$ cat config.mk
export PLATFORM = sky130hd
export DESIGN_NAME = halt_mode_controller
export DESIGN_NICKNAME = d
export VERILOG_FILES = /design/src/verilog/halt_pkg.sv /design/src/verilog/stab_counter.sv /design/src/verilog/halt_mode_controller.sv
export VERILOG_INCLUDE_DIRS = /design/src /design/src/verilog
export SDC_FILE = /design/constraint.sdc
export NUM_CORES = 1
export LEC_CHECK = 0
export BUFFER_PORTS_ARGS = -buffer_cell sky130_fd_sc_hd__buf_2
export CORE_MARGIN = 3
export CORE_UTILIZATION = 51
export CTS_CLUSTER_SIZE = 20
export DETAILED_ROUTE_END_ITERATION = 7
export PLACE_DENSITY = 0.89
export REMOVE_ABC_BUFFERS = 1
export SLEW_MARGIN = 20
export SYNTH_ARGS = -nofsm -noshare
export SYNTH_HDL_FRONTEND = slang
export SYNTH_SLANG_ARGS = --single-unit
$ cat constraint.sdc
create_clock -name i_clk -period 3.44 [get_ports i_clk]
set_input_delay 0.688 -clock i_clk [delete_from_list [all_inputs] [get_ports i_clk]]
set_output_delay 0.688 -clock i_clk [all_outputs]
set_load 0.05 [all_outputs]
$ cat src/verilog/halt_defs.svh
// constants for the halt mode controller
`ifndef HALT_DEFS_SVH
`define HALT_DEFS_SVH

`define HALT_OPCODE 8'h8e
`define STAB_CYC_SHORT 10'd256
`define STAB_CYC_LONG 10'd512
`define STAB_CNT_W 10
`define EXT_IRQ_W 5
`define IRQ_MASK_RESET 1'b1

`endif

$ cat src/verilog/halt_pkg.sv
// types shared by the halt mode controller
`default_nettype none
package halt_pkg;
`include "halt_defs.svh"

  typedef enum logic [2:0] {
    ST_BOOT,
    ST_RUN,
    ST_ACT_HALT,
    ST_FULL_HALT,
    ST_STAB
  } pwr_state_t;

  typedef struct packed {
    logic timebase_irq_enable;
    logic overflow_irq_enable;
    logic timer_clk_sel_hi;
    logic timer_clk_sel_lo;
  } timer_cfg_t;

  typedef struct packed {
    logic rtc;
    logic autoreload;
    logic [`EXT_IRQ_W-1:0] ext;
    logic other;
  } irq_req_t;

endpackage : halt_pkg
`default_nettype wire

$ cat src/verilog/stab_counter.sv
// oscillator stabilisation down-counter
`timescale 1ns/1ns
`default_nettype none
`include "halt_defs.svh"
module stab_counter #(
  parameter logic [`STAB_CNT_W-1:0] SHORT_CYC = `STAB_CYC_SHORT,
  parameter logic [`STAB_CNT_W-1:0] LONG_CYC = `STAB_CYC_LONG
) (
  input wire logic i_clk,
  input wire logic i_nrst,
  input wire logic i_start,
  input wire logic i_sel_long,
  output logic o_busy,
  output logic o_done
);
  logic [`STAB_CNT_W-1:0] cnt;
  logic [`STAB_CNT_W-1:0] next_cnt;

  always_comb begin
    next_cnt = cnt;
    if (i_start) begin
      next_cnt = i_sel_long ? LONG_CYC : SHORT_CYC;
    end else if (cnt != '0) begin
      next_cnt = cnt - `STAB_CNT_W'(1);
    end
  end

  always_ff @(posedge i_clk or negedge i_nrst) begin
    if (!i_nrst) begin
      cnt <= '0;
    end else begin
      cnt <= next_cnt;
    end
  end

  assign o_busy = (cnt != '0);
  // last counted cycle
  assign o_done = (cnt == `STAB_CNT_W'(1));
endmodule : stab_counter
`default_nettype wire

$ cat src/verilog/halt_mode_controller.sv
// halt and active-halt mode controller
`timescale 1ns/1ns
`default_nettype none
`include "halt_defs.svh"
// What this block does
// RULE1: halt instruction enters active-halt or full halt from timer settings.
// RULE2: active-halt if timebase enable, or overflow enable with select 0,1.
// RULE3: active-halt keeps oscillator and selected timer clocked, rest gated.
// RULE4: active-halt exits only on lite timer, autoreload timer irq or reset.
// RULE5: reset exit waits 256 or 512 cycles before reset vector fetch.
// RULE6: timer irq exit from active-halt services vector with no delay.
// RULE7: halt entry clears the interrupt mask bit; pending request wakes at once.
// RULE8: full halt stops main oscillator and all peripherals.
// RULE9: full halt exit restarts oscillator, waits 256 or 512 cycles first.
// RULE10: only external halt-capable interrupts wake from full halt.
// RULE11: watchdog-halt option may turn halt into a watchdog reset.
// RULE12: active-halt with option cleared never gives a watchdog reset.
// RULE13: servicing wakeup pushes condition codes and sets mask; pop clears it.
// RULE14: software switches cpu clock to slow source before halt.
// RULE15: halt decoded from opcode 8e.
// RULE16: software should clear pending interrupt flags before halt.
// RULE17: software reconfigures wakeup pins and sensitivity before halt.
// RULE18: 256 or 512 delay chosen by a static configuration input.
module halt_mode_controller
  import halt_pkg::*;
(
  input wire logic i_clk,
  input wire logic i_nrst,
  input wire logic i_instr_valid,
  input wire logic [7:0] i_opcode,
  input wire timer_cfg_t i_timer_cfg,
  input wire irq_req_t i_irq,
  input wire logic i_delay_512,
  input wire logic i_watchdog_enabled,
  input wire logic i_watchdog_halt_option,
  input wire logic i_mask_set,
  input wire logic i_mask_clear,
  input wire logic i_ccr_pop,
  output logic o_cpu_clk_en,
  output logic o_osc_en,
  output logic o_periph_clk_en,
  output logic o_lite_timer_clk_en,
  output logic o_autoreload_timer_clk_en,
  output logic o_irq_mask,
  output logic o_ccr_push,
  output logic o_service_irq,
  output logic o_fetch_reset_vector,
  output logic o_watchdog_reset,
  output pwr_state_t o_state
);
  // ----------------------------------------
  // mode decision
  // ----------------------------------------
  pwr_state_t state, next_state;
  logic wake_by_irq, next_wake_by_irq;
  logic irq_mask, next_irq_mask;
  logic next_ccr_push, next_service, next_fetch, next_wdg_reset;
  logic halt_cmd, act_halt_en, wdg_trip, ah_wake, fh_wake;
  logic stab_start, stab_busy, stab_done;

  // RULE15 opcode decode
  assign halt_cmd = i_instr_valid && (i_opcode == `HALT_OPCODE) && (state == ST_RUN);
  // RULE2 enable combinations
  assign act_halt_en = i_timer_cfg.timebase_irq_enable |
                       (i_timer_cfg.overflow_irq_enable & ~i_timer_cfg.timer_clk_sel_hi &
                        i_timer_cfg.timer_clk_sel_lo);
  // RULE11 RULE12 watchdog halt option
  assign wdg_trip = i_watchdog_enabled & ~i_watchdog_halt_option & ~act_halt_en;
  // RULE4 active-halt wake sources
  assign ah_wake = i_irq.rtc | i_irq.autoreload;
  // RULE10 full halt wake sources
  assign fh_wake = |i_irq.ext;

  // ----------------------------------------
  // sequencer
  // ----------------------------------------
  always_comb begin
    next_state = state;
    next_wake_by_irq = wake_by_irq;
    next_irq_mask = irq_mask;
    next_ccr_push = 1'b0;
    next_service = 1'b0;
    next_fetch = 1'b0;
    next_wdg_reset = 1'b0;
    stab_start = 1'b0;
    // RULE13 pop restores open mask
    if (i_ccr_pop || (state == ST_RUN && i_mask_clear)) begin
      next_irq_mask = 1'b0;
    end
    if (state == ST_RUN && i_mask_set) begin
      next_irq_mask = 1'b1;
    end
    case (state)
      ST_BOOT: begin
        // RULE5 RULE18 delay after reset
        next_state = ST_STAB;
        next_wake_by_irq = 1'b0;
        stab_start = 1'b1;
      end
      ST_RUN: begin
        if (halt_cmd) begin
          if (wdg_trip) begin
            // RULE11 watchdog reset instead
            next_wdg_reset = 1'b1;
          end else begin
            // RULE1 RULE7 RULE8 mode entry
            next_state = act_halt_en ? ST_ACT_HALT : ST_FULL_HALT;
            next_irq_mask = 1'b0;
          end
        end
      end
      ST_ACT_HALT: begin
        if (ah_wake) begin
          // RULE6 RULE13 immediate service
          next_state = ST_RUN;
          next_service = 1'b1;
          next_ccr_push = 1'b1;
          next_irq_mask = 1'b1;
        end
      end
      ST_FULL_HALT: begin
        if (fh_wake) begin
          // RULE9 restart and stabilise
          next_state = ST_STAB;
          next_wake_by_irq = 1'b1;
          stab_start = 1'b1;
        end
      end
      ST_STAB: begin
        if (stab_done) begin
          next_state = ST_RUN;
          if (wake_by_irq) begin
            // RULE13 service after delay
            next_service = 1'b1;
            next_ccr_push = 1'b1;
            next_irq_mask = 1'b1;
          end else begin
            next_fetch = 1'b1;
          end
        end
      end
      default: begin
        next_state = ST_BOOT;
      end
    endcase
  end

  always_ff @(posedge i_clk or negedge i_nrst) begin
    if (!i_nrst) begin
      state <= ST_BOOT;
      wake_by_irq <= 1'b0;
      irq_mask <= `IRQ_MASK_RESET;
      o_ccr_push <= 1'b0;
      o_service_irq <= 1'b0;
      o_fetch_reset_vector <= 1'b0;
      o_watchdog_reset <= 1'b0;
    end else begin
      state <= next_state;
      wake_by_irq <= next_wake_by_irq;
      irq_mask <= next_irq_mask;
      o_ccr_push <= next_ccr_push;
      o_service_irq <= next_service;
      o_fetch_reset_vector <= next_fetch;
      o_watchdog_reset <= next_wdg_reset;
    end
  end

  // RULE18 static delay select
  stab_counter u_stab (
    .i_clk(i_clk),
    .i_nrst(i_nrst),
    .i_start(stab_start),
    .i_sel_long(i_delay_512),
    .o_busy(stab_busy),
    .o_done(stab_done)
  );

  // ----------------------------------------
  // clock gating
  // ----------------------------------------
  // RULE3 RULE8 gating per mode
  assign o_osc_en = (state != ST_FULL_HALT);
  assign o_cpu_clk_en = (state == ST_RUN);
  assign o_periph_clk_en = (state == ST_RUN);
  assign o_lite_timer_clk_en = (state == ST_RUN) ||
                               (state == ST_ACT_HALT && i_timer_cfg.timebase_irq_enable);
  assign o_autoreload_timer_clk_en = (state == ST_RUN) ||
                                     (state == ST_ACT_HALT && !i_timer_cfg.timebase_irq_enable);
  assign o_irq_mask = irq_mask;
  assign o_state = state;
endmodule : halt_mode_controller
`default_nettype wire

# ---- Word level (Yosys, flattened, before mapping)
# Index checks and enable logic that the tools add are counted.
dict set report totals {
  latch_bits 0
  mem_count 0
  wordCells 78
  mem_bits_rw 0
  mem_bits_ro 0
  reg_bits 18
}
dict set report op_classes {
  reduce_logical 17
  muxes 32
  shift 0
  addsub 1
  n_div 0
  n_lt_le_gt_ge 0
  eq_ne 12
  bitwise_logic 9
  n_mul 0
}
# op n
set ops {}
lappend ops {{10-bit two-way mux} 3}
lappend ops {{1-bit two-way mux} 19}
lappend ops {{3-bit two-way mux} 5}
lappend ops {{3-bit one-hot mux with 5 select lines} 1}
lappend ops {{10-bit by 1-bit == test with 1-bit output, second input constant} 1}
lappend ops {{10-bit nonzero test} 1}
lappend ops {{10-bit by 1-bit subtractor with 10-bit output, second input constant} 1}
lappend ops {{8-bit == test, second input constant} 1}
lappend ops {{2-bit != test, second input constant} 4}
lappend ops {{3-bit by 2-bit == test with 1-bit output, second input constant} 2}
lappend ops {{1-bit logical AND} 6}
lappend ops {{1-bit one-hot mux with 2 select lines} 3}
lappend ops {{5-bit AND reduction} 1}
lappend ops {{5-bit OR reduction} 1}
lappend ops {{1-bit AND} 4}
lappend ops {{2-bit nonzero test} 2}
lappend ops {{3-bit by 1-bit == test with 1-bit output, second input constant} 1}
lappend ops {{3-bit == test, second input constant} 1}
lappend ops {{3-bit zero test} 1}
lappend ops {{1-bit logical OR} 3}
lappend ops {{3-bit by 2-bit != test with 1-bit output, second input constant} 1}
lappend ops {{1-bit inverter} 3}
lappend ops {{1-bit one-hot mux with 3 select lines} 1}
lappend ops {{2-bit by 1-bit != test with 1-bit output, second input constant} 1}
lappend ops {{3 further kinds} 4}

# ---- Depth between registers and ports, before layout
dict set report depth {
  depth_word 9
  mapped_depth 6
}

# ---- Modules after synthesis
# A second synthesis with hierarchy kept.
dict set report unflattened {
  hier_cells 125
  area_unflattened_um2 1141.1
}
# module cells_per_inst area_per_inst_um2 n_inst
set modules_own_cells {}
lappend modules_own_cells {stab_counter 59 585.6 1}
lappend modules_own_cells {halt_mode_controller 66 555.5 1}

# ---- Worst setup path after synthesis
# No wires, ideal clock.
dict set report synth_path {
  path_type {register -> output}
  start {reg state[2] (netlist: o_state[2])}
  end {out o_periph_clk_en}
  stages_incl_launch_ff 4
  t_arrival_ns 2.681
  path_slack_ns 0.071
  required_ns 2.752
  path_cell_list {dfrtp_1 clkbuf_1 nor3b_1 buf_4}
}
dict set report synth_between {
  elab_chain_cells 1
}
# item line
set synth_rtl {}
lappend synth_rtl {{start, declared} halt_mode_controller.sv:54} ;# pwr_state_t state, next_state;
lappend synth_rtl {{start signal, assigned} halt_mode_controller.sv:158} ;# state <= next_state;
lappend synth_rtl {{3-bit by 1-bit == test with 1-bit output} -}
lappend synth_rtl {{end, declared} halt_mode_controller.sv:41} ;# output logic o_periph_clk_en,
# No other way between the ends.

# ---- Worst setup path in the final report
dict set report layout_path {
  start {reg state[0] (netlist: o_state[0])}
  end {out o_autoreload_timer_clk_en}
}
dict set report layout_between {
  elab_chain_cells 3
  word_cells_on_any_way 4
  classes_between {eq/ne: 2; reduce/logical: 2}
}
# item line
set layout_rtl {}
lappend layout_rtl {{3-bit by 2-bit == test with 1-bit output} halt_mode_controller.sv:188} ;# (state == ST_ACT_HALT && !i_timer_cfg.timebase_irq_enable);
lappend layout_rtl {{1-bit logical AND} halt_mode_controller.sv:188}
lappend layout_rtl {{1-bit logical OR *} halt_mode_controller.sv:187} ;# assign o_autoreload_timer_clk_en = (state == ST_RUN) ||
lappend layout_rtl {{end, declared} halt_mode_controller.sv:43} ;# output logic o_autoreload_timer_clk_en,
# Every way passes the cells marked *; elsewhere a longest branch is shown, timed or not.

==> key figures <==
Outcome
  – Status: finished clean

STA
  – Skew final: around 0.0035 ns
  – Max Slew Vio Count: 0
  – Worst slew pin tran: 0.746 ns
  – Final setup vio count: 0
  – Max Clk Rate: 409 MHz
  – Setup TNS: 0 ns
  – PnR worst setup slack: between 0.9 and 1 ns
  – Slew headroom: between 40 and 50%
  – Period Utilization, post-route: just over 70%
  – RSZ-0062 raised after global routing: false
  – Minimum clock period: 2.44 ns
  – Hold Worst Slack: roughly 0.30 ns
  – Final hold vios: 0

Drt
  – WL final: 2.42 mm
  – Wire length per cell: between 10 and 15 um
  – Initial DRT Pass Iterations: 4
  – DR vias/cell: 5.70
  – Final ANT Viol Nets: 0
  – Via count: between 1k and 1.5k
  – Remaining DRCs: 0
  – 1st-iter DRT viols: 19

Yosys
  – Post-synthesis register bit count: 18
  – Cell taking the most area after synthesis: dfrtp_1
  – Post-synth EDFFs: 0
  – Commonest cells in the netlist: 17 x dfrtp_1, 13 x nor2_1, 8 x a21oi_1
  – Yosys warns: 0
  – Post-synthesis simple-gate area fraction: 28.3%
  – Sequential-to-total area share from yosys stat: a little over two fifths
  – Syn Inst Count: between 100 and 150
  – Post-synth top area share: about two fifths
  – Adder-cell share of the synthesized area: 3.50%
  – Synth Area in Compound Gates: 17.6%
  – Main synth FF type: dfrtp_1
  – Top post-synthesis cells by area: dfrtp_1 40%, nor2_1 4.6%, a21oi_1 3.7%, ha_1 3.5%, dfstp_2 2.5%
  – Syn Area/Cell: ~9.4 um2
  – Yosys cell types: 42
  – Post-Syn Area: roughly 1100 um2
  – Post-synthesis xor/xnor area fraction: just under 5%
  – Ys async rst share: 100%
  – Count leader, synth: dfrtp_1
  – Largest family of logic cells by synthesized area: simple AND/OR/NAND/NOR gates
  – Mux contribution to synthesized area: 0%

Global route
  – Initial antenna violation count: 0
  – Vias in the first global route: 970
  – First-pass GRT wire length: between 4 and 5 mm
  – Global Route Usage Sum: about 20%
  – GRT overflow: 0
  – Pin count of the biggest net entering global routing: 19

Worst setup path
  – CP peak stage delay: 0.51 ns
  – Critical Path End Type: output port
  – Cell Chain, Critical Path: or3b_2, a21oi_1, buf_2
  – Crit path DAT: 1.76 ns
  – Required time of the critical path: about 2.8 ns
  – Startpoint Class: flop
  – Max stage delay cell, worst path: dfrtp_1
  – Max FO, Critical Path: 14
  – Kind of critical path: flop to output port

Clock tree
  – Root Driver: clkbuf_4
  – Cts bufs inserted: 3
  – Post-CTS Setup Bufs: 0
  – CTS Sinks: 18
  – CTS tree: built
  – H-Tree Depth: 1
  – Clk_lat worst skew: ~0.29 ns
  – CTS resizes: 0
  – Hold_buf cts: 0
  – Max clock buf depth: 2
  – Worst-path clk slew: around 0.1 ns

Floorplanning
  – Core area: 1860 um2
  – # IOs: 42
  – Die Span Y: about 52 um
  – Die width: between 50 and 60 um
  – Starting Density: between 50% and 60%
  – Die ar.: about 2700 um2
  – Rows: 15

Run
  – Max Cap Viol: 0

Finish
  – Area Overhead vs Synth: 23.6%
  – N_diodes: 0
  – Layout Nets: about 190
  – Design area: about 1300 um2
  – Filler Cell Count: approximately 160
  – Layout cell share with drive strength beyond 1: 32.3%

Power and ir drop
  – Power Dens Cells: 750 nW/um2
  – Max IR drop VDD: between 0.6 and 0.7 mV
  – Static Leak: roughly 0.62 nW

Placement
  – Pre-CTS WS: around 1.1 ns
  – I/O Buffers: 40
  – Detail Placement HPWL: between 1.5 and 2 mm
  – Post-Place Cell Area: about 1300 um2
  – GPL Wtd Cong: slightly above 0.8

Min path
  – Hold Crit Class: input pin to async pin
-- layout make-up --
type	instances	area, um2	area share (%)
Clock buffer	4	36.3	2.74
Inverter	4	15.0	1.13
Multi-Input combinational cell	88	582	44.0
Sequential cell	18	452	34.1
Tap cell	25	31.3	2.36
Timing Repair Buffer	41	208	15.7
-- state kept, by name, summed over array words and instances (netlist names) --
register	flops
o_service_irq	1
u_stab.cnt	10
o_fetch_reset_vector	1
o_irq_mask	1
o_state	3
o_watchdog_reset	1
wake_by_irq	1
-- layout by cell type, fill, tap and decap left out, drive strengths merged, types with 2 or more instances in the layout --
cell type	count
a211oi	2
a21o	2
a21oi	8
a221oi	2
and2	2
and3b	2
buf	41
clkbuf	4
dfrtp	17
ha	3
inv	4
nand2	4
nand2b	3
nand3	3
nand3b	2
nand4b	2
nor2	13
nor2b	2
nor3	3
nor3b	2
nor4	2
nor4b	2
o21ai	5
o21bai	2
o2bb2ai	2
or3	4
xnor2	3
xor2	3
-- per-stage QoR --
step           utilization [%]  power (mW)  instances
5_1_grt                   71.2        1.07        180
6_report                  71.2       0.992        180
2_1_floorplan                -       0.737        110
3_3_place_gp              69.3       0.837        176
3_5_place_dp              69.3       0.862        176
4_1_cts                   71.2       0.998        180
-- per-layer routing --
metal	up-vias	part of all wire, %	track usage, %
met5	-	0	0
li1	507	-	-
met3	2	5.2	6.02
met4	0	0.41	5.24
met2	29	54	34.9
met1	488	40	22.9
-- cell families after synthesis --
kind of cell / count (synthesis)
AO/OA/AOI/OAI: 28
flip-flops: 18
buffers and inverters: 8
XOR/XNOR: 6
adder cells (fa/ha/maj): 3
AND/OR/NAND/NOR: 51
-- power breakdown --
group	total, mW	switching [mW]	internal [mW]
Sequential	0.382	0.0969	0.285
Combinational	0.482	0.289	0.193
Clock	0.129	0.0645	0.0645
-- critical path, delay by kind of cell, from the launching register on --
kind | cells | cell delay, ns
AND/OR/NAND/NOR | 1 | 0.51
AO/OA/AOI/OAI | 1 | 0.16
buffers and inverters | 1 | 0.28
flip-flops | 1 | 0.51
-- worst paths after layout --
check	slack (ns)	cells after the start	endpoint	start
setup reg to reg	1.49	6	u_stab.cnt[8]	u_stab.cnt[0]
hold / removal	0.30	1	u_stab.cnt[8]	i_nrst
hold reg to reg	0.49	1	o_fetch_reset_vector	wake_by_irq
min in group i_clk	0.49	1	o_fetch_reset_vector	wake_by_irq
setup / recovery	1.0	3	o_autoreload_timer_clk_en	o_state[0]
max in group asynchronous	2.82	1	o_irq_mask	i_nrst
Power figures use the tool's default switching activity.
